`config.mk`:
```
export PLATFORM = sky130hd
export DESIGN_NAME = line_loss_monitor
export DESIGN_NICKNAME = d
export VERILOG_FILES = /design/src/line_loss_pkg.sv /design/src/pulse_density_detector.sv /design/src/line_loss_monitor.sv
export SDC_FILE = /design/constraint.sdc
export NUM_CORES = 1
export LEC_CHECK = 0
export BUFFER_PORTS_ARGS = -buffer_cell sky130_fd_sc_hd__buf_2
export CAP_MARGIN = 25
export CELL_PAD_IN_SITES_DETAIL_PLACEMENT = 0
export CELL_PAD_IN_SITES_GLOBAL_PLACEMENT = 1
export CORE_UTILIZATION = 40
export CTS_CLUSTER_DIAMETER = 120
export CTS_CLUSTER_SIZE = 24
export DETAILED_ROUTE_END_ITERATION = 10
export PLACE_DENSITY_LB_ADDON = 0.1
export SYNTH_ARGS = -nofsm -noshare
export SYNTH_HDL_FRONTEND = slang
export SYNTH_SLANG_ARGS = --single-unit
export TNS_END_PERCENT = 100
```
`constraint.sdc`:
```
create_clock -name clk_i -period 2.24 [get_ports clk_i]
set_input_delay 0.336 -clock clk_i [delete_from_list [all_inputs] [get_ports clk_i]]
set_output_delay 0.336 -clock clk_i [all_outputs]
set_load 0.02 [all_outputs]
```
`src/line_loss_pkg.sv`:
```
// package: register map, field layout, timing counts and carriers for the loss monitor
package line_loss_pkg;

  // ****************************************************************
  // register map
  // ****************************************************************
  localparam logic [7:0] LINE_LOSS_STATUS_ADDR = 8'h00;
  localparam logic [7:0] RECEIVE_PATH_CONFIG_ADDR = 8'h02;
  localparam int REG_WIDTH = 5;

  // status field positions
  localparam int ST_LOCK_LOSS_BIT = 4;
  localparam int ST_SIGNAL_LOSS_BIT = 3;
  localparam int ST_AMPLITUDE_LOSS_BIT = 2;
  localparam int ST_DENSITY_LOSS_BIT = 1;
  localparam int ST_DRIVE_MONITOR_BIT = 0;

  // configuration field positions
  localparam int CFG_CODEC_BYPASS_BIT = 3;
  localparam int CFG_AMP_DISABLE_BIT = 2;
  localparam int CFG_DENSITY_DISABLE_BIT = 1;
  localparam int CFG_EQ_BYPASS_BIT = 0;

  // reset value of the configuration register
  localparam logic [3:0] CFG_RESET = 4'h0;

  // ****************************************************************
  // timing counts, in unit intervals (recovered bit periods) except WINDOW_MIN_ONES (ones) and GOOD_WINDOWS (windows)
  // ****************************************************************
  localparam int ZERO_RUN_UI = 160;
  localparam int WINDOW_UI = 32;
  localparam int WINDOW_MIN_ONES = 10;
  localparam int GOOD_WINDOWS = 4;
  localparam int E3_MIN_UI = 10;
  localparam int E3_MAX_UI = 255;
  localparam int E3_FILTER_UI = 32;

  // ****************************************************************
  // carriers
  // ****************************************************************
  typedef struct packed {
    logic codec_bypass;
    logic amplitude_loss_disable;
    logic pulse_density_loss_disable;
    logic equalizer_bypass;
  } path_cfg_t;

  typedef struct packed {
    logic lock_loss_flag;
    logic signal_loss;
    logic amplitude_loss;
    logic pulse_density_loss;
    logic drive_monitor_flag;
  } loss_status_t;

endpackage

```
`src/pulse_density_detector.sv`:
```
// module: zero-run declare and windowed ones-density clear detector
`timescale 1ns/10ps
module pulse_density_detector #(
  parameter int ZERO_RUN = line_loss_pkg::ZERO_RUN_UI,
  parameter int WINDOW = line_loss_pkg::WINDOW_UI,
  parameter int MIN_ONES = line_loss_pkg::WINDOW_MIN_ONES,
  parameter int GOOD_WIN = line_loss_pkg::GOOD_WINDOWS
) (
  input wire logic clk_i,      // system clock
  input wire logic rst_b_i,    // sync reset, active low
  input wire logic bit_en_i,   // one pulse per recovered bit
  input wire logic rx_bit_i,   // received bit, 1 = pulse
  input wire logic disable_i,  // detector disable
  output logic loss_o          // pulse-density loss state
);

  localparam int ZW = $clog2(ZERO_RUN + 1);
  localparam int IW = $clog2(WINDOW);
  localparam int OW = $clog2(WINDOW + 1);
  localparam int GW = $clog2(GOOD_WIN + 1);

  logic [ZW-1:0] zero_run_r;
  logic [IW-1:0] bit_idx_r;
  logic [OW-1:0] ones_r;
  logic [GW-1:0] good_r;
  logic [OW-1:0] ones_nxt;
  logic window_good;

  // ones in the window including the bit arriving now
  assign ones_nxt = ones_r + OW'(rx_bit_i);
  assign window_good = (ones_nxt >= OW'(MIN_ONES));

  // ****************************************************************
  // declare on zero run, clear on good windows
  // ****************************************************************
  // disable holds everything cleared so a re-enable starts fresh
  always_ff @(posedge clk_i) begin
    if (!rst_b_i || disable_i) begin
      loss_o <= 1'b0;
      zero_run_r <= '0;
      bit_idx_r <= '0;
      ones_r <= '0;
      good_r <= '0;
    end else if (bit_en_i) begin
      if (!loss_o) begin
        // a one breaks the run; count clears to zero when the threshold declares loss
        if (rx_bit_i) begin
          zero_run_r <= '0;
        end else if (zero_run_r == ZW'(ZERO_RUN - 1)) begin
          loss_o <= 1'b1;
          zero_run_r <= '0;
        end else begin
          zero_run_r <= zero_run_r + ZW'(1);
        end
        bit_idx_r <= '0;
        ones_r <= '0;
        good_r <= '0;
      end else if (bit_idx_r == IW'(WINDOW - 1)) begin
        // window closes: one bad window restarts the good-window count
        bit_idx_r <= '0;
        ones_r <= '0;
        if (!window_good) begin
          good_r <= '0;
        end else if (good_r == GW'(GOOD_WIN - 1)) begin
          loss_o <= 1'b0;
          good_r <= '0;
        end else begin
          good_r <= good_r + GW'(1);
        end
      end else begin
        bit_idx_r <= bit_idx_r + IW'(1);
        ones_r <= ones_nxt;
      end
    end
  end

endmodule // pulse_density_detector

```
`src/line_loss_monitor.sv`:
```
// module: loss-of-signal monitor top with register port and mode controls
`timescale 1ns/10ps

// Summary of operation
// - hardware mode: bypass pin selects codec enable
// - host mode: config bit D3 bypasses codec
// - missing signal drives loss pin and bit high
// - restored signal drives loss pin, bit low
// - E3 declare between 10 and 255 UI
// - E3 clear between 10 and 255 UI
// - DS3/STS-1 loss is amplitude OR density
// - status word: lock, signal, amplitude, density, monitor
// - amplitude bit shows current amplitude loss
// - config D2 disables amplitude detector
// - config D1 disables density detector
// - both disabled means loss never declared
// - declare density loss after 160 zeros
// - clear after four 32-bit windows, 10 ones
// - density bit shows current density loss
module line_loss_monitor #(
  parameter int E3_FILTER = line_loss_pkg::E3_FILTER_UI
) (
  input wire logic clk_i,                 // 10 MHz system clock
  input wire logic rst_b_i,               // sync reset, active low
  input wire logic host_mode_i,           // 1 = host mode, 0 = hardware mode
  input wire logic mode_e3_i,             // 1 = E3 rate, 0 = DS3/STS-1
  input wire logic bit_en_i,              // one pulse per recovered bit
  input wire logic rx_bit_i,              // received bit, 1 = pulse
  input wire logic amp_below_i,           // amplitude comparator, async
  input wire logic lock_loss_i,           // clock recovery lock loss, async
  input wire logic drive_monitor_i,       // transmit drive monitor, async
  input wire logic codec_bypass_pin_i,    // hardware-mode codec bypass pin
  input wire logic amp_disable_pin_i,     // hardware-mode amplitude disable pin
  input wire logic density_disable_pin_i, // hardware-mode density disable pin
  input wire logic eq_bypass_pin_i,       // hardware-mode equalizer bypass pin
  input wire logic [7:0] reg_addr_i,      // register address from serial port
  input wire logic reg_wr_i,              // register write strobe
  input wire logic [4:0] reg_wdata_i,     // register write data
  output logic [4:0] reg_rdata_o,         // register read data
  output logic signal_loss_out_o,         // loss-of-signal pin
  output logic codec_bypass_o,            // 1 = encoder and decoder bypassed
  output logic equalizer_bypass_o         // 1 = receive equalizer off
);

  // ****************************************************************
  // synchronisers
  // ****************************************************************
  logic [2:0] sync1_r;
  logic [2:0] sync2_r;
  logic [3:0] pin1_r;
  logic [3:0] pin2_r;

  // first stage feeds only the second stage
  always_ff @(posedge clk_i) begin
    if (!rst_b_i) begin
      sync1_r <= 3'h0;
      sync2_r <= 3'h0;
      pin1_r <= 4'h0;
      pin2_r <= 4'h0;
    end else begin
      sync1_r <= {amp_below_i, lock_loss_i, drive_monitor_i};
      sync2_r <= sync1_r;
      pin1_r <= {codec_bypass_pin_i, amp_disable_pin_i, density_disable_pin_i, eq_bypass_pin_i};
      pin2_r <= pin1_r;
    end
  end

  // ****************************************************************
  // configuration register and effective controls
  // ****************************************************************
  line_loss_pkg::path_cfg_t cfg_r;
  line_loss_pkg::path_cfg_t ctrl;

  // written only through the register port
  always_ff @(posedge clk_i) begin
    if (!rst_b_i) begin
      cfg_r <= line_loss_pkg::CFG_RESET;
    end else if (reg_wr_i && reg_addr_i == line_loss_pkg::RECEIVE_PATH_CONFIG_ADDR) begin
      cfg_r.codec_bypass <= reg_wdata_i[line_loss_pkg::CFG_CODEC_BYPASS_BIT];
      cfg_r.amplitude_loss_disable <= reg_wdata_i[line_loss_pkg::CFG_AMP_DISABLE_BIT];
      cfg_r.pulse_density_loss_disable <= reg_wdata_i[line_loss_pkg::CFG_DENSITY_DISABLE_BIT];
      cfg_r.equalizer_bypass <= reg_wdata_i[line_loss_pkg::CFG_EQ_BYPASS_BIT];
    end
  end

  // pins replace the register when no host is attached
  assign ctrl = host_mode_i ? cfg_r : line_loss_pkg::path_cfg_t'(pin2_r);

  // ****************************************************************
  // amplitude and density detectors
  // ****************************************************************
  logic amp_loss_r;
  logic amp_loss;
  logic density_raw;
  logic density_loss;

  // comparator already applies threshold and hysteresis
  always_ff @(posedge clk_i) begin
    if (!rst_b_i || ctrl.amplitude_loss_disable) begin
      amp_loss_r <= 1'b0;
    end else begin
      amp_loss_r <= sync2_r[2];
    end
  end

  // density criteria only apply outside E3
  pulse_density_detector u_density (
    .clk_i(clk_i),
    .rst_b_i(rst_b_i),
    .bit_en_i(bit_en_i),
    .rx_bit_i(rx_bit_i),
    .disable_i(ctrl.pulse_density_loss_disable),
    .loss_o(density_raw)
  );

  // detectors drop a cycle after their disable; masking here keeps the status
  // bits, the OR and the both-off override consistent in that cycle
  assign amp_loss = amp_loss_r & ~ctrl.amplitude_loss_disable;
  assign density_loss = density_raw & ~ctrl.pulse_density_loss_disable;

  // ****************************************************************
  // E3 declare/clear filter
  // ****************************************************************
  logic e3_loss_r;
  logic [7:0] e3_cnt_r;

  // amplitude must disagree for E3_FILTER bit periods before the state flips;
  // a short glitch restarts the count, which trades speed for chatter immunity
  always_ff @(posedge clk_i) begin
    if (!rst_b_i) begin
      e3_loss_r <= 1'b0;
      e3_cnt_r <= 8'h00;
    end else if (amp_loss_r == e3_loss_r) begin
      e3_cnt_r <= 8'h00;
    end else if (bit_en_i) begin
      if (e3_cnt_r == 8'(E3_FILTER - 1)) begin
        e3_loss_r <= amp_loss_r;
        e3_cnt_r <= 8'h00;
      end else begin
        e3_cnt_r <= e3_cnt_r + 8'h01;
      end
    end
  end

  // ****************************************************************
  // overall loss, outputs and status read
  // ****************************************************************
  logic overall_loss;
  line_loss_pkg::loss_status_t status;

  // both detectors off forces the overall loss low
  always_comb begin
    if (ctrl.amplitude_loss_disable && ctrl.pulse_density_loss_disable) begin
      overall_loss = 1'b0;
    end else if (mode_e3_i) begin
      overall_loss = e3_loss_r;
    end else begin
      overall_loss = amp_loss | density_loss;
    end
  end

  assign status = '{lock_loss_flag: sync2_r[1], signal_loss: overall_loss, amplitude_loss: amp_loss,
                    pulse_density_loss: density_loss, drive_monitor_flag: sync2_r[0]};

  // pin and status bit come from the same state, one cycle apart at most
  always_ff @(posedge clk_i) begin
    if (!rst_b_i) begin
      signal_loss_out_o <= 1'b0;
      codec_bypass_o <= 1'b0;
      equalizer_bypass_o <= 1'b0;
    end else begin
      signal_loss_out_o <= overall_loss;
      codec_bypass_o <= ctrl.codec_bypass;
      equalizer_bypass_o <= ctrl.equalizer_bypass;
    end
  end

  // read data follows the address one cycle later; unmapped reads zero
  always_ff @(posedge clk_i) begin
    if (!rst_b_i) begin
      reg_rdata_o <= 5'h00;
    end else if (reg_addr_i == line_loss_pkg::LINE_LOSS_STATUS_ADDR) begin
      reg_rdata_o <= status;
    end else if (reg_addr_i == line_loss_pkg::RECEIVE_PATH_CONFIG_ADDR) begin
      reg_rdata_o <= {1'b0, cfg_r};
    end else begin
      reg_rdata_o <= 5'h00;
    end
  end

endmodule // line_loss_monitor

```
# After elaboration in Yosys (flattened, before gate mapping)
# Index checks and enable logic that the tools add are counted.
[totals] reg_bits=59 out_inout_bits=8 wordCells=73 input_bits=27
[classes] n_mux=22 n_lt_le_gt_ge=1 addsub=5 eq_ne=7 bitwise_logic=8 n_reduce_logical=10
[ops] op="8-bit two-way mux" count=3
[ops] op="8-bit by 1-bit adder with 8-bit output, second input constant" count=2
[ops] op="5-bit two-way mux" count=3
[ops] op="3-bit two-way mux" count=4
[ops] op="6-bit two-way mux" count=2
[ops] op="8-bit by 2-bit equality test with 1-bit output, second input constant" count=1
[ops] op="8-bit by 5-bit equality test with 1-bit output, second input constant" count=1
[ops] op="8-bit equality test, second input constant" count=1
[ops] op="8-bit zero test" count=1
[ops] op="1-bit two-way mux" count=8
[ops] op="4-bit two-way mux" count=2
[ops] op="6-bit by 1-bit adder with 6-bit output" count=1
[ops] op="6-bit by 4-bit >= comparator with 1-bit output, second input constant" count=1
[ops] op="5-bit by 1-bit adder with 5-bit output, second input constant" count=1
[ops] op="5-bit equality test, second input constant" count=1
[ops] op="1-bit NOT" count=5
[ops] op="2-bit AND reduction" count=2
[ops] op="3-bit by 1-bit adder with 3-bit output, second input constant" count=1
[ops] op="3-bit by 2-bit equality test with 1-bit output, second input constant" count=1
[ops] op="3-bit AND reduction" count=1
[ops] op="1-bit bitwise AND" count=2
[ops] op="1-bit logical AND" count=2
[ops] op="1-bit logical OR" count=2
[ops] op="2-bit != test, second input constant" count=1
[ops] op="4 further kinds" count=4

# Logic depth before layout (Yosys ltp)
# Gate-level depths: netlist of the first run.
[depth] word_depth=7 ltp_mapped=7 depth_no_buf=7

# Hierarchy
# A second synthesis of the first run with hierarchy kept.
[hier_totals] cells_unflattened=272 area_unflattened_um2=2549.9
[by_module_without_submodules] module="line_loss_monitor" instances=1 seq_area_each_um2=720.7 area_each_um2=1302.5 cells_per_inst=129
[by_module_without_submodules] module="pulse_density_detector" instances=1 seq_area_each_um2=460.4 area_each_um2=1247.4 cells_per_inst=143

# Worst setup path before layout of the first run
# No wires, ideal clock.
[synth_timing] path_type="input -> register" startpoint="input port rx_bit_i" endpoint="register u_density.loss_o" arrival_time_ns=1.632 slack_ns=0.492 setup_time_ns=0.116 path_buffers=0 required_ns=2.124 cell_stages=6 cell_sequence="ha_1 ha_1 nand2b_1 a21boi_0 o311a_1 o211a_1"
[synth_via] elab_chain_cells=5 word_cells_on_any_way=6 classes_between="add/sub: 1; order compare: 1; mux: 4"
[synth_rtl] element="start, declared" line_no="line_loss_monitor.sv:28" text="input wire logic rx_bit_i,"
[synth_rtl] element="6-bit by 1-bit adder with 6-bit output" line_no="pulse_density_detector.sv:30" text="assign ones_nxt = ones_r + OW'(rx_bit_i);"
[synth_rtl] element="6-bit by 4-bit >= comparator with 1-bit output" line_no="pulse_density_detector.sv:31" text="assign window_good = (ones_nxt >= OW'(MIN_ONES));"
[synth_rtl] element="1-bit two-way mux" line_no="pulse_density_detector.sv:62" text="if (!window_good) begin"
[synth_rtl] element="1-bit two-way mux" line_no="pulse_density_detector.sv:58" text="end else if (bit_idx_r == IW'(WINDOW - 1)) begin"
[synth_rtl] element="1-bit two-way mux (*)" line_no="pulse_density_detector.sv:45" text="if (!loss_o) begin"
[synth_rtl] element="end signal, assigned" line_no="pulse_density_detector.sv:39" text="loss_o <= 1'b0;"
[synth_rtl] element="end signal, assigned" line_no="pulse_density_detector.sv:50" text="loss_o <= 1'b1;"
[synth_rtl] element="end signal, assigned" line_no="pulse_density_detector.sv:65" text="loss_o <= 1'b0;"
[synth_rtl] element="end, declared" line_no="pulse_density_detector.sv:14" text="output logic loss_o"
# Mark *: on every way between the ends. The rest lies on a longest branch, timed or not.
# A chain may end at the register's enable or synchronous reset.

# Worst setup path in the final report of the first run
[layout_timing] startpoint="register u_density.bit_idx_r[0]" endpoint="register u_density.ones_r[5]"
[layout_via] elab_chain_cells=3
[layout_rtl] element="start, declared" line_no="pulse_density_detector.sv:23" text="logic [IW-1:0] bit_idx_r;"
[layout_rtl] element="start signal, assigned" line_no="pulse_density_detector.sv:71" text="bit_idx_r <= bit_idx_r + IW'(1);"
[layout_rtl] element="5-bit equality test" line_no="pulse_density_detector.sv:58"
[layout_rtl] element="6-bit two-way mux" line_no="pulse_density_detector.sv:58"
[layout_rtl] element="6-bit two-way mux" line_no="pulse_density_detector.sv:45"
[layout_rtl] element="end signal, assigned" line_no="pulse_density_detector.sv:72" text="ones_r <= ones_nxt;"
[layout_rtl] element="end, declared" line_no="pulse_density_detector.sv:24" text="logic [OW-1:0] ones_r;"
# Every way passes these cells.

==> results of run 1 <==
layer usage:
metal | up-vias | track usage, % | wire length [um]
met5 | - | 0 | 0
met4 | 0 | 7.50 | 68
met3 | 8 | 6.59 | 203
met2 | 30 | 27.9 | 2220
met1 | 839 | 20.6 | 2370
li1 | 999 | - | -
cells in the final DEF, fill, tap and decap left out, types with 2 or more instances in the layout:
cell type / instances
nor2b_1: 13
o2bb2ai_1: 3
buf_2: 33
mux2i_1: 11
nand4b_1: 2
ha_1: 7
nor2_1: 29
nand2_1: 15
nand3_1: 8
and2_1: 17
nor3b_1: 2
a32o_1: 2
xor2_1: 9
xnor2_1: 6
and3_1: 8
dfxtp_1: 59
a21oi_1: 12
o21ai_0: 8
a22o_1: 2
nor3_1: 9
clkinvlp_4: 2
buf_4: 5
clkbuf_8: 11
nand4_1: 8
nand2b_1: 3
metrics by stage:
step / utilization, % / hold slack [ns]
2_1_floorplan: - / 0.406
3_3_place_gp: 45.9 / 0.414
3_5_place_dp: 45.9 / 0.411
4_1_cts: 49.2 / 0.180
5_1_grt: 49.2 / 0.186
6_report: 49.2 / 0.203
state kept, by name (all words and copies together), names as in the netlist:
signal / flops
u_density.good_r: 3
cfg_r: 4
equalizer_bypass_o: 1
pin1_r: 4
e3_cnt_r: 8
codec_bypass_o: 1
u_density.bit_idx_r: 5
amp_loss_r: 1
u_density.loss_o: 1
u_density.zero_run_r: 8
pin2_r: 4
signal_loss_out_o: 1
sync2_r: 3
u_density.ones_r: 6
reg_rdata_o: 5
e3_loss_r: 1
sync1_r: 3
cell usage after synthesis (2+ instances only):
master      n  area (um^2)
a21oi_1    12         60.1
a22o_1      2         17.5
a32o_1      2         20.0
and2_1     17          106
and3_1      8         50.1
buf_2       2         10.0
clkbuf_1    6         22.5
dfxtp_1    59         1180
ha_1        7         87.6
mux2i_1    11          110
nand2_1    15         56.3
nand2b_1    3         18.8
nand3_1     8         40.0
nand4_1     8         50.1
nand4b_1    2         17.5
nor2_1     29          109
nor2b_1    13         81.3
nor3_1      9         45.0
nor3b_1     2         15.0
o21ai_0     8         40.0
o2bb2ai_1   3         26.3
xnor2_1     6         52.6
xor2_1      9         78.8
logic make-up (layout without fill, tap and decap cells):
kind of cell / count (synthesis) / in the layout
buffers and inverters: 10 / 54
AO/OA/AOI/OAI: 37 / 37
XOR/XNOR: 15 / 15
flip-flops: 59 / 59
multiplexers: 12 / 12
adder cells (fa/ha/maj): 7 / 7
AND/OR/NAND/NOR: 122 / 122
cell type report:
class                   count  area, um^2
clock buffers              11         151
clock inverters             4        50.0
fillers                   599        3020
inverters                   1        3.75
multi-input cells         193        1250
flip-flops and latches     59        1180
well taps                  75        93.8
repair buffers             38         203
how the worst max path moves through the flow:
stage                           to  cells past startpoint              startpoint  slack, ns
2_1_floorplan     u_density.loss_o                      6                rx_bit_i       0.49
3_3_place_gp      u_density.loss_o                      7                rx_bit_i       0.24
3_5_place_dp      u_density.loss_o                      7                rx_bit_i       0.22
4_1_cts        u_density.ones_r[5]                      7  u_density.bit_idx_r[0]       0.36
5_1_grt        u_density.ones_r[5]                      7  u_density.bit_idx_r[0]       0.23
6_report       u_density.ones_r[5]                      7  u_density.bit_idx_r[0]       0.36
power by group:
part	total, mW	internal, mW	switching [mW]
Clock	0.975	0.566	0.409
Sequential	1.07	1.06	0.00496
Combinational	0.0913	0.0414	0.0499
==> summary.txt, run 1 <==
Hold EP - sync1_r[1]
Cell chain of the critical path - ha_1 > and3_1 > ha_1 > nand3b_1 > nor3_1 > nor2_1 > a311oi_1
Final Wtd Congestion - 0.711
P_leak - 1.18 nW
H-tree depth - 3
RSZ-0062 raised after global routing - false
Mapped Cells - 262
Total power - 2.14 mW
CP Launch Type - register
Via Count - 1876
Largest net degree at the start of global routing - 24
P&R area growth vs syn - 18.7%
Most frequent CP cell - ha_1
Post-route setup slack - 0.358 ns
Vias in the first global route - 1786
Die Span Y - 80.6 um
Clock Sinks - 59
Worst vdd ir - 0.000430 V
Inst Count DP - 366
DP Area - 0.00273 mm^2
Setup violations, final - 0
Critical path type - register to register
Post-route clock period utilization - 84.0%
Main synth FF type - dfxtp_1
Share of layout cells above drive strength 1 - 18.6%
Mapped Avg Cell Area - 9.43 um^2
R2R cell count - 7
Antenna-violating nets left - 0
Worst-path fanout max - 8
Syn nets - 296
Pre-CTS setup slack - 0.222 ns
Port bufs - 33
Layout Nets - 336
CP required - 2.49 ns
Core area - 0.00596 mm^2
Initial antenna violation count - 0
GRT overflow - 0
DR DRC count - 0
Die width - 80.6 um
Final Non-Filler Cells - 381
Initial Utilization - 41.5%
Total GRT Usage - 17.4%
Fin. Hold Viols - 0
CTS Buffer Depth - 2
Worst-Margin Slew - 0.480 ns
Total setup buffers inserted after CTS - 0
Post-synthesis sequential area ratio - 47.8%
CTS Root Buffer Type - clkbuf_8
Start of the worst register-to-register path - u_density.bit_idx_r[0]
Cts repair resizes - 0
Post-route cell area - 0.00293 mm^2
TritonCTS Buffers - 9
Reg2reg end - u_density.ones_r[5]
Max stage delay on crit path - 0.33 ns
Hold path start - lock_loss_i
Main combinational cell family by area after synthesis - simple AND/OR/NAND/NOR gates
WL final - 4.86 mm
Die area - 0.00650 mm^2
Crit end category - register
Status - completed
Yosys reg bits - 59
Area fraction in compound gates after synthesis - 10.1%
Bufs and invs on worst path - 0
Synth Area in Simple Gates - 26.7%
Inserted Diodes - 0
CP max-delay cell - dfxtp_1
Dpl hpwl - 3.36 mm
Hold path depth - 2
Post-layout min period - 1.88 ns
Slew Viols, Final - 0
Netlist cell types - 44
Pwr dens - 728 mW/mm^2
Worst hold-check path type - input pin to register
DR WL/cell - 12.8 um
Post-synthesis xor/xnor area fraction - 5.32%
Setup tns final - 0 ns
Critical Path AT - 2.13 ns
Post-Route Skew - 0.00671 ns
Clk_lat worst skew - 0.33 ns
First-pass GRT wire length - 8.37 mm
Critical path's top delay family - simple AND/OR/NAND/NOR gates
CTS Hold Buffers Added - 0
Row count - 28
Reg clk slew, reported paths - 0.06 ns
Total of max-cap violations - 0
Io pins - 35
Reg-to-reg slack, setup - 0.36 ns
CTS tree - done
Multiplexer share of the synthesized area - 4.91%
Share of flip-flops with an asynchronous set or reset - 0%
1st-iter DRT viols - 61
Pre-Repair DR Iteration Count - 4
Synth Warn # - 0
Adder-cell share of the synthesized area - 3.54%
Vias per std cell - 4.92
Slew HR - 67.7%
Number of flops mapped to enable cells by yosys - 0
Mapped Area - 0.00247 mm^2
Fmax - 0.531 GHz
(Power assumes the default switching activity.)
==> inputs of run 2 (changes only) <==
Settings changed: ABC_AREA set to 1, CORE_UTILIZATION 40 to 37.
Clock period 2.24 ns to 1.6 ns, I/O delays scaled along.
==> summary.txt, run 2 <==
Die area - 0.00706 mm^2 (was 0.00650 mm^2)
Worst vdd ir - 0.000520 V (was 0.000430 V)
Final Non-Filler Cells - 461 (was 381)
Mapped Area - 0.00249 mm^2 (was 0.00247 mm^2)
CTS Root Buffer Type - clkbuf_8 (unchanged)
Power share of the sequential group - 47.4% (was 50.1%)
P&R area growth vs syn - 22.6% (was 18.7%)
Critical path type - register to register (unchanged)
Post-synthesis sequential area ratio - 47.4% (was 47.8%)
Leading cell type in the layout, fill and taps excluded - nand2_1 (was dfxtp_1)
Setup violations, final - 0 (unchanged)
Yosys reg bits - 59 (unchanged)
Most frequent cell after synthesis - nand2_1 (was dfxtp_1)
Dpl hpwl - 3.59 mm (was 3.36 mm)
Share of layout cells above drive strength 1 - 20.8% (was 18.6%)
1st-iter DRT viols - 69 (was 61)
Post-route clock period utilization - 93.2% (was 84.0%)
Hold_ws - 0.0799 ns (was 0.203 ns)
Worst-Margin Slew - 0.441 ns (was 0.480 ns)
Post-layout min period - 1.49 ns (was 1.88 ns)
Synth Warn # - 0 (unchanged)
P_leak - 1.34 nW (was 1.18 nW)
Pre-CTS setup slack - 0.0574 ns (was 0.222 ns)
Clock Sinks - 59 (unchanged)
Clock power share - 47.8% (was 45.6%)
Initial antenna violation count - 0 (unchanged)
Net Sw Frac - 23.0% (was 21.7%)
Synth top cells by count - nand2_1 (74), dfxtp_1 (59), inv_1 (51) (was dfxtp_1 (59), nor2_1 (29), and2_1 (17))
WL final - 4.87 mm (was 4.86 mm)
CP required - 1.86 ns (was 2.49 ns)
Fin. Hold Viols - 0 (unchanged)
Syn nets - 364 (was 296)
Setup tns final - 0 ns (unchanged)
Crit end category - register (unchanged)
Core area - 0.00642 mm^2 (was 0.00596 mm^2)
Port bufs - 33 (unchanged)
H-tree depth - 3 (unchanged)
Fmax - 0.670 GHz (was 0.531 GHz)
Pwr dens - 1040 mW/mm^2 (was 728 mW/mm^2)
CTS Buffer Depth - 2 (unchanged)
Largest net degree at the start of global routing - 22 (was 24)
Layout Nets - 413 (was 336)
Io pins - 35 (unchanged)
Post-Route Skew - 0.00831 ns (was 0.00671 ns)
Pre-Repair DR Iteration Count - 4 (unchanged)
First-pass GRT wire length - 8.88 mm (was 8.37 mm)
Slew HR - 70.4% (was 67.7%)
Post-route setup slack - 0.108 ns (was 0.358 ns)
Int Pwr - 2.44 mW (was 1.67 mW)
Slew Viols, Final - 0 (unchanged)
Sw Pwr - 0.727 mW (was 0.464 mW)
GRT overflow - 0 (unchanged)
Total setup buffers inserted after CTS - 0 (unchanged)
Reg-to-reg slack, setup - 0.11 ns (was 0.36 ns)
DR WL/cell - 10.6 um (was 12.8 um)
Via Count - 2100 (was 1876)
Total GRT Usage - 16.0% (was 17.4%)
CTS Hold Buffers Added - 0 (unchanged)
Synth top area cells - dfxtp_1 (47%), nand2_1 (11%), inv_1 (7.7%) (was dfxtp_1 (48%), mux2i_1 (4.5%), nor2_1 (4.4%))
Power share of the combinational group - 4.8% (was 4.3%)
Final Wtd Congestion - 0.709 (was 0.711)
CP Launch Type - register (unchanged)
Worst-path fanout max - 5 (was 8)
DR DRC count - 0 (unchanged)
Vias in the first global route - 1985 (was 1786)
Die Span Y - 84.0 um (was 80.6 um)
Most frequent cells in the layout - nand2_1 (74), dfxtp_1 (58), inv_1 (51) (was dfxtp_1 (59), buf_2 (33), nor2_1 (29))
Clk_lat worst skew - 0.33 ns (about the same)
Yosys top cell area share - 47.4% (was 47.8%)
Reg clk slew, reported paths - 0.07 ns (was 0.06 ns)
Synth area leader - dfxtp_1 (unchanged)
Largest registers - e3_cnt_r x8, u_density.zero_run_r x8, u_density.ones_r x6 (unchanged)
Share of flip-flops with an asynchronous set or reset - 0% (unchanged)
Status - completed (unchanged)
Total power - 3.17 mW (was 2.14 mW)
Die width - 84.0 um (was 80.6 um)
RSZ-0062 raised after global routing - false (unchanged)
Inserted Diodes - 0 (unchanged)
Mapped Cells - 330 (was 262)
Antenna-violating nets left - 0 (unchanged)
Inst Count DP - 445 (was 366)
Cts repair resizes - 0 (unchanged)
Netlist cell types - 31 (was 44)
Vias per std cell - 4.56 (was 4.92)
Initial Utilization - 38.8% (was 41.5%)
Main synth FF type - dfxtp_1 (unchanged)
Number of flops mapped to enable cells by yosys - 0 (unchanged)
Critical Path AT - 1.75 ns (was 2.13 ns)
Mapped Avg Cell Area - 7.55 um^2 (was 9.43 um^2)
Total of max-cap violations - 0 (unchanged)
Row count - 29 (was 28)
Worst hold-check path type - input pin to register (unchanged)
CTS tree - done (unchanged)
TritonCTS Buffers - 9 (unchanged)
[run 2: area by class of cell]
type / count / area, um^2
Inverter: 56 / 210
Multi-Input combinational cell: 210 / 1100
Clock inverter: 7 / 100
Sequential cell: 59 / 1180
Timing Repair Buffer: 43 / 240
Fill cell: 660 / 3370
Clock buffer: 9 / 124
Tap cell: 77 / 96.3
[run 2: per-layer routing]
layer / share of wire (%) / up-vias / track usage, %
met5: 0 / - / 0
met4: 2.0 / 0 / 8.78
met3: 3.8 / 11 / 4.06
met2: 44 / 34 / 23.6
met1: 50 / 908 / 21.2
li1: - / 1147 / -
[run 2: worst max-delay path, cell delays in order (launching register included)]
cell and delay (ns):
dfxtp_1 0.33, ha_1 0.20, and3_1 0.19, ha_2 0.20, nand2_1 0.10, nand3_1 0.19
o22ai_1 0.21
[run 2: power by group through the flow]
stage / clock network [mW] / registers [mW] / logic [mW]
2_1_floorplan: 0 / 1.54 / 0.0784
3_3_place_gp: 0 / 1.53 / 0.152
3_5_place_dp: 0 / 1.53 / 0.152
4_1_cts: 1.57 / 1.50 / 0.153
5_1_grt: 1.66 / 1.50 / 0.174
6_report: 1.51 / 1.50 / 0.152
[run 2: cell families after synthesis]
logic type                 synth area share [%]
adders and majority gates                  3.52
buffers and inverters                      9.30
DFF                                        47.4
xor gates and xnor gates                   2.11
AOI/OAI and AO/OA                          11.1
and+or+nand+nor                            26.5
[run 2: final timing paths]
| path | startpoint | to | cells after the start |
|---|---|---|---|
| max | u_density.bit_idx_r[1] | u_density.good_r[0] | 6 |
| min | density_disable_pin_i | pin1_r[1] | 3 |
| max reg2reg | u_density.bit_idx_r[1] | u_density.good_r[0] | 6 |
| min reg2reg | sync1_r[1] | sync2_r[1] | 2 |
[run 2: per-stage QoR]
stage / utilization (%) / cell area (um^2)
after floorplan: - / 2490
after global placement: 43.7 / 2810
after detailed placement: 43.7 / 2810
after CTS: 47.2 / 3030
after global routing: 47.5 / 3050
final: 47.5 / 3050
==> inputs of run 3 (changes only) <==
Settings changed: BUFFER_PORTS_ARGS -buffer_cell sky130_fd_sc_hd__buf_2 to unset, CORE_UTILIZATION 37 to 40, DONT_BUFFER_PORTS set to 1.
==> summary.txt, run 3 (synthesis results as in run 2) <==
Clock Sinks - 59 (unchanged)
Sw Pwr - 0.659 mW (was 0.727 mW)
Final Wtd Congestion - 0.719 (was 0.709)
DR WL/cell - 11.1 um (was 10.6 um)
DR DRC count - 0 (unchanged)
WL final - 4.80 mm (was 4.87 mm)
Crit end category - register (unchanged)
Setup tns final - 0 ns (unchanged)
Most frequent cells in the layout - nand2_1 (74), dfxtp_1 (59), inv_1 (51) (was nand2_1 (74), dfxtp_1 (58), inv_1 (51))
Power share of the sequential group - 51.9% (was 47.4%)
Total setup buffers inserted after CTS - 0 (unchanged)
Fmax - 0.667 GHz (was 0.670 GHz)
Hold path start - reg_wdata_i[1] (was density_disable_pin_i)
Share of layout cells above drive strength 1 - 10.7% (was 20.8%)
Fin. Hold Viols - 0 (unchanged)
Post-Route Skew - 0.00568 ns (was 0.00831 ns)
Total GRT Usage - 16.6% (was 16.0%)
Critical Path AT - 1.75 ns (about the same)
First-pass GRT wire length - 8.13 mm (was 8.88 mm)
TritonCTS Buffers - 9 (unchanged)
Total of max-cap violations - 0 (unchanged)
Initial antenna violation count - 0 (unchanged)
Leading cell type in the layout, fill and taps excluded - nand2_1 (unchanged)
Status - completed (unchanged)
Vias per std cell - 4.65 (was 4.56)
Die width - 80.9 um (was 84.0 um)
Io pins - 35 (unchanged)
Via Count - 2003 (was 2100)
CTS tree - done (unchanged)
Die area - 0.00654 mm^2 (was 0.00706 mm^2)
Dpl hpwl - 3.41 mm (was 3.59 mm)
Clock power share - 44.3% (was 47.8%)
# fillers - 623 (was 660)
CTS Root Buffer Type - clkbuf_8 (unchanged)
CTS Buffer Depth - 2 (unchanged)
Start of the worst register-to-register path - u_density.bit_idx_r[0] (was u_density.bit_idx_r[1])
Reg clk slew, reported paths - 0.07 ns (about the same)
Vias in the first global route - 1852 (was 1985)
Die Span Y - 80.9 um (was 84.0 um)
Antenna-violating nets left - 0 (unchanged)
Int Pwr - 2.24 mW (was 2.44 mW)
CP required - 1.85 ns (was 1.86 ns)
Reg-to-reg slack, setup - 0.10 ns (was 0.11 ns)
Pre-Repair DR Iteration Count - 4 (unchanged)
Setup violations, final - 0 (unchanged)
1st-iter DRT viols - 62 (was 69)
Clk_lat worst skew - 0.33 ns (about the same)
Power share of the combinational group - 3.8% (was 4.8%)
Worst hold-check path type - input pin to register (unchanged)
P&R area growth vs syn - 16.7% (was 22.6%)
Worst vdd ir - 0.000500 V (was 0.000520 V)
Initial Utilization - 41.8% (was 38.8%)
Setup crit start - u_density.bit_idx_r[0] (was u_density.bit_idx_r[1])
Pwr dens - 998 mW/mm^2 (was 1040 mW/mm^2)
Largest net degree at the start of global routing - 15 (was 22)
Port bufs - 0 (was 33)
Core area - 0.00596 mm^2 (was 0.00642 mm^2)
GRT overflow - 0 (unchanged)
Layout Nets - 386 (was 413)
Post-layout min period - 1.50 ns (was 1.49 ns)
Worst-path fanout max - 5 (unchanged)
Finished Core Util - 48.8% (was 47.5%)
Inserted Diodes - 0 (unchanged)
CP Launch Type - register (unchanged)
Net Sw Frac - 22.7% (was 23.0%)
Row count - 28 (was 29)
Largest registers - e3_cnt_r x8, u_density.zero_run_r x8, u_density.ones_r x6 (unchanged)
H-tree depth - 3 (unchanged)
Post-route clock period utilization - 93.7% (was 93.2%)
Critical path type - register to register (unchanged)
Slew HR - 66.3% (was 70.4%)
P_leak - 1.20 nW (was 1.34 nW)
Slew Viols, Final - 0 (unchanged)
Worst-Margin Slew - 0.505 ns (was 0.441 ns)
run 3: worst paths after layout:
path	endpoint	cells past startpoint
max	u_density.good_r[1]	6
min reg2reg	sync2_r[0]	2
max reg2reg	u_density.good_r[1]	6
min	cfg_r[1]	2
run 3: critical path: stages, from the launching register on:
cell and delay [ns]:
dfxtp_1 0.32, ha_1 0.20, and3_1 0.18, ha_1 0.23
nand2_1 0.11, nand3_1 0.19, o22ai_1 0.20
run 3: cell type report:
cell class	instances	area [um^2]	share of cell area, %
Sequential cell	59	1180	40.7
Multi-Input combinational cell	210	1090	37.6
Inverter	56	210	7.24
Timing Repair Buffer	16	145	5.00
Clock buffer	10	128	4.39
Tap cell	75	93.8	3.23
Clock inverter	5	55.1	1.89
run 3: metrics by stage:
| step | hold slack (ns) | total power, mW | instance area, um^2 | instances | setup WS [ns] |
|---|---|---|---|---|---|
| floorplan | 0.334 | 1.61 | 2490 | 330 | 0.154 |
| global placement | 0.336 | 1.62 | 2610 | 406 | 0.0721 |
| detailed placement | 0.338 | 1.63 | 2610 | 406 | 0.0643 |
| CTS | 0.0222 | 2.94 | 2890 | 431 | 0.0447 |
| global route | 0.0246 | 3.02 | 2910 | 431 | -0.000256 |
| finish | 0.0447 | 2.90 | 2910 | 431 | 0.101 |
run 3: repair_timing:
action                                  in CTS  in global routing
endpoints found under the setup margin       0                 10
endpoints found under the hold margin       16                  0
resized for setup                            0                  4
hold buffers                                10                  0
run 3: power groups by stage:
stage                     clock, mW  combinational, mW  sequential, mW
after CTS                      1.33              0.113            1.50
after floorplan                   0             0.0784            1.54
after detailed placement          0             0.0884            1.54
final                          1.28              0.111            1.50
after global placement            0             0.0872            1.54
after global routing           1.39              0.126            1.51
run 3: per-layer routing:
metal	wire length, um	vias up	global-route usage, %
met5	0	-	0
met4	74	0	9.64
met3	180	8	4.16
met2	2180	31	26.2
met1	2370	877	20.4
li1	-	1087	-
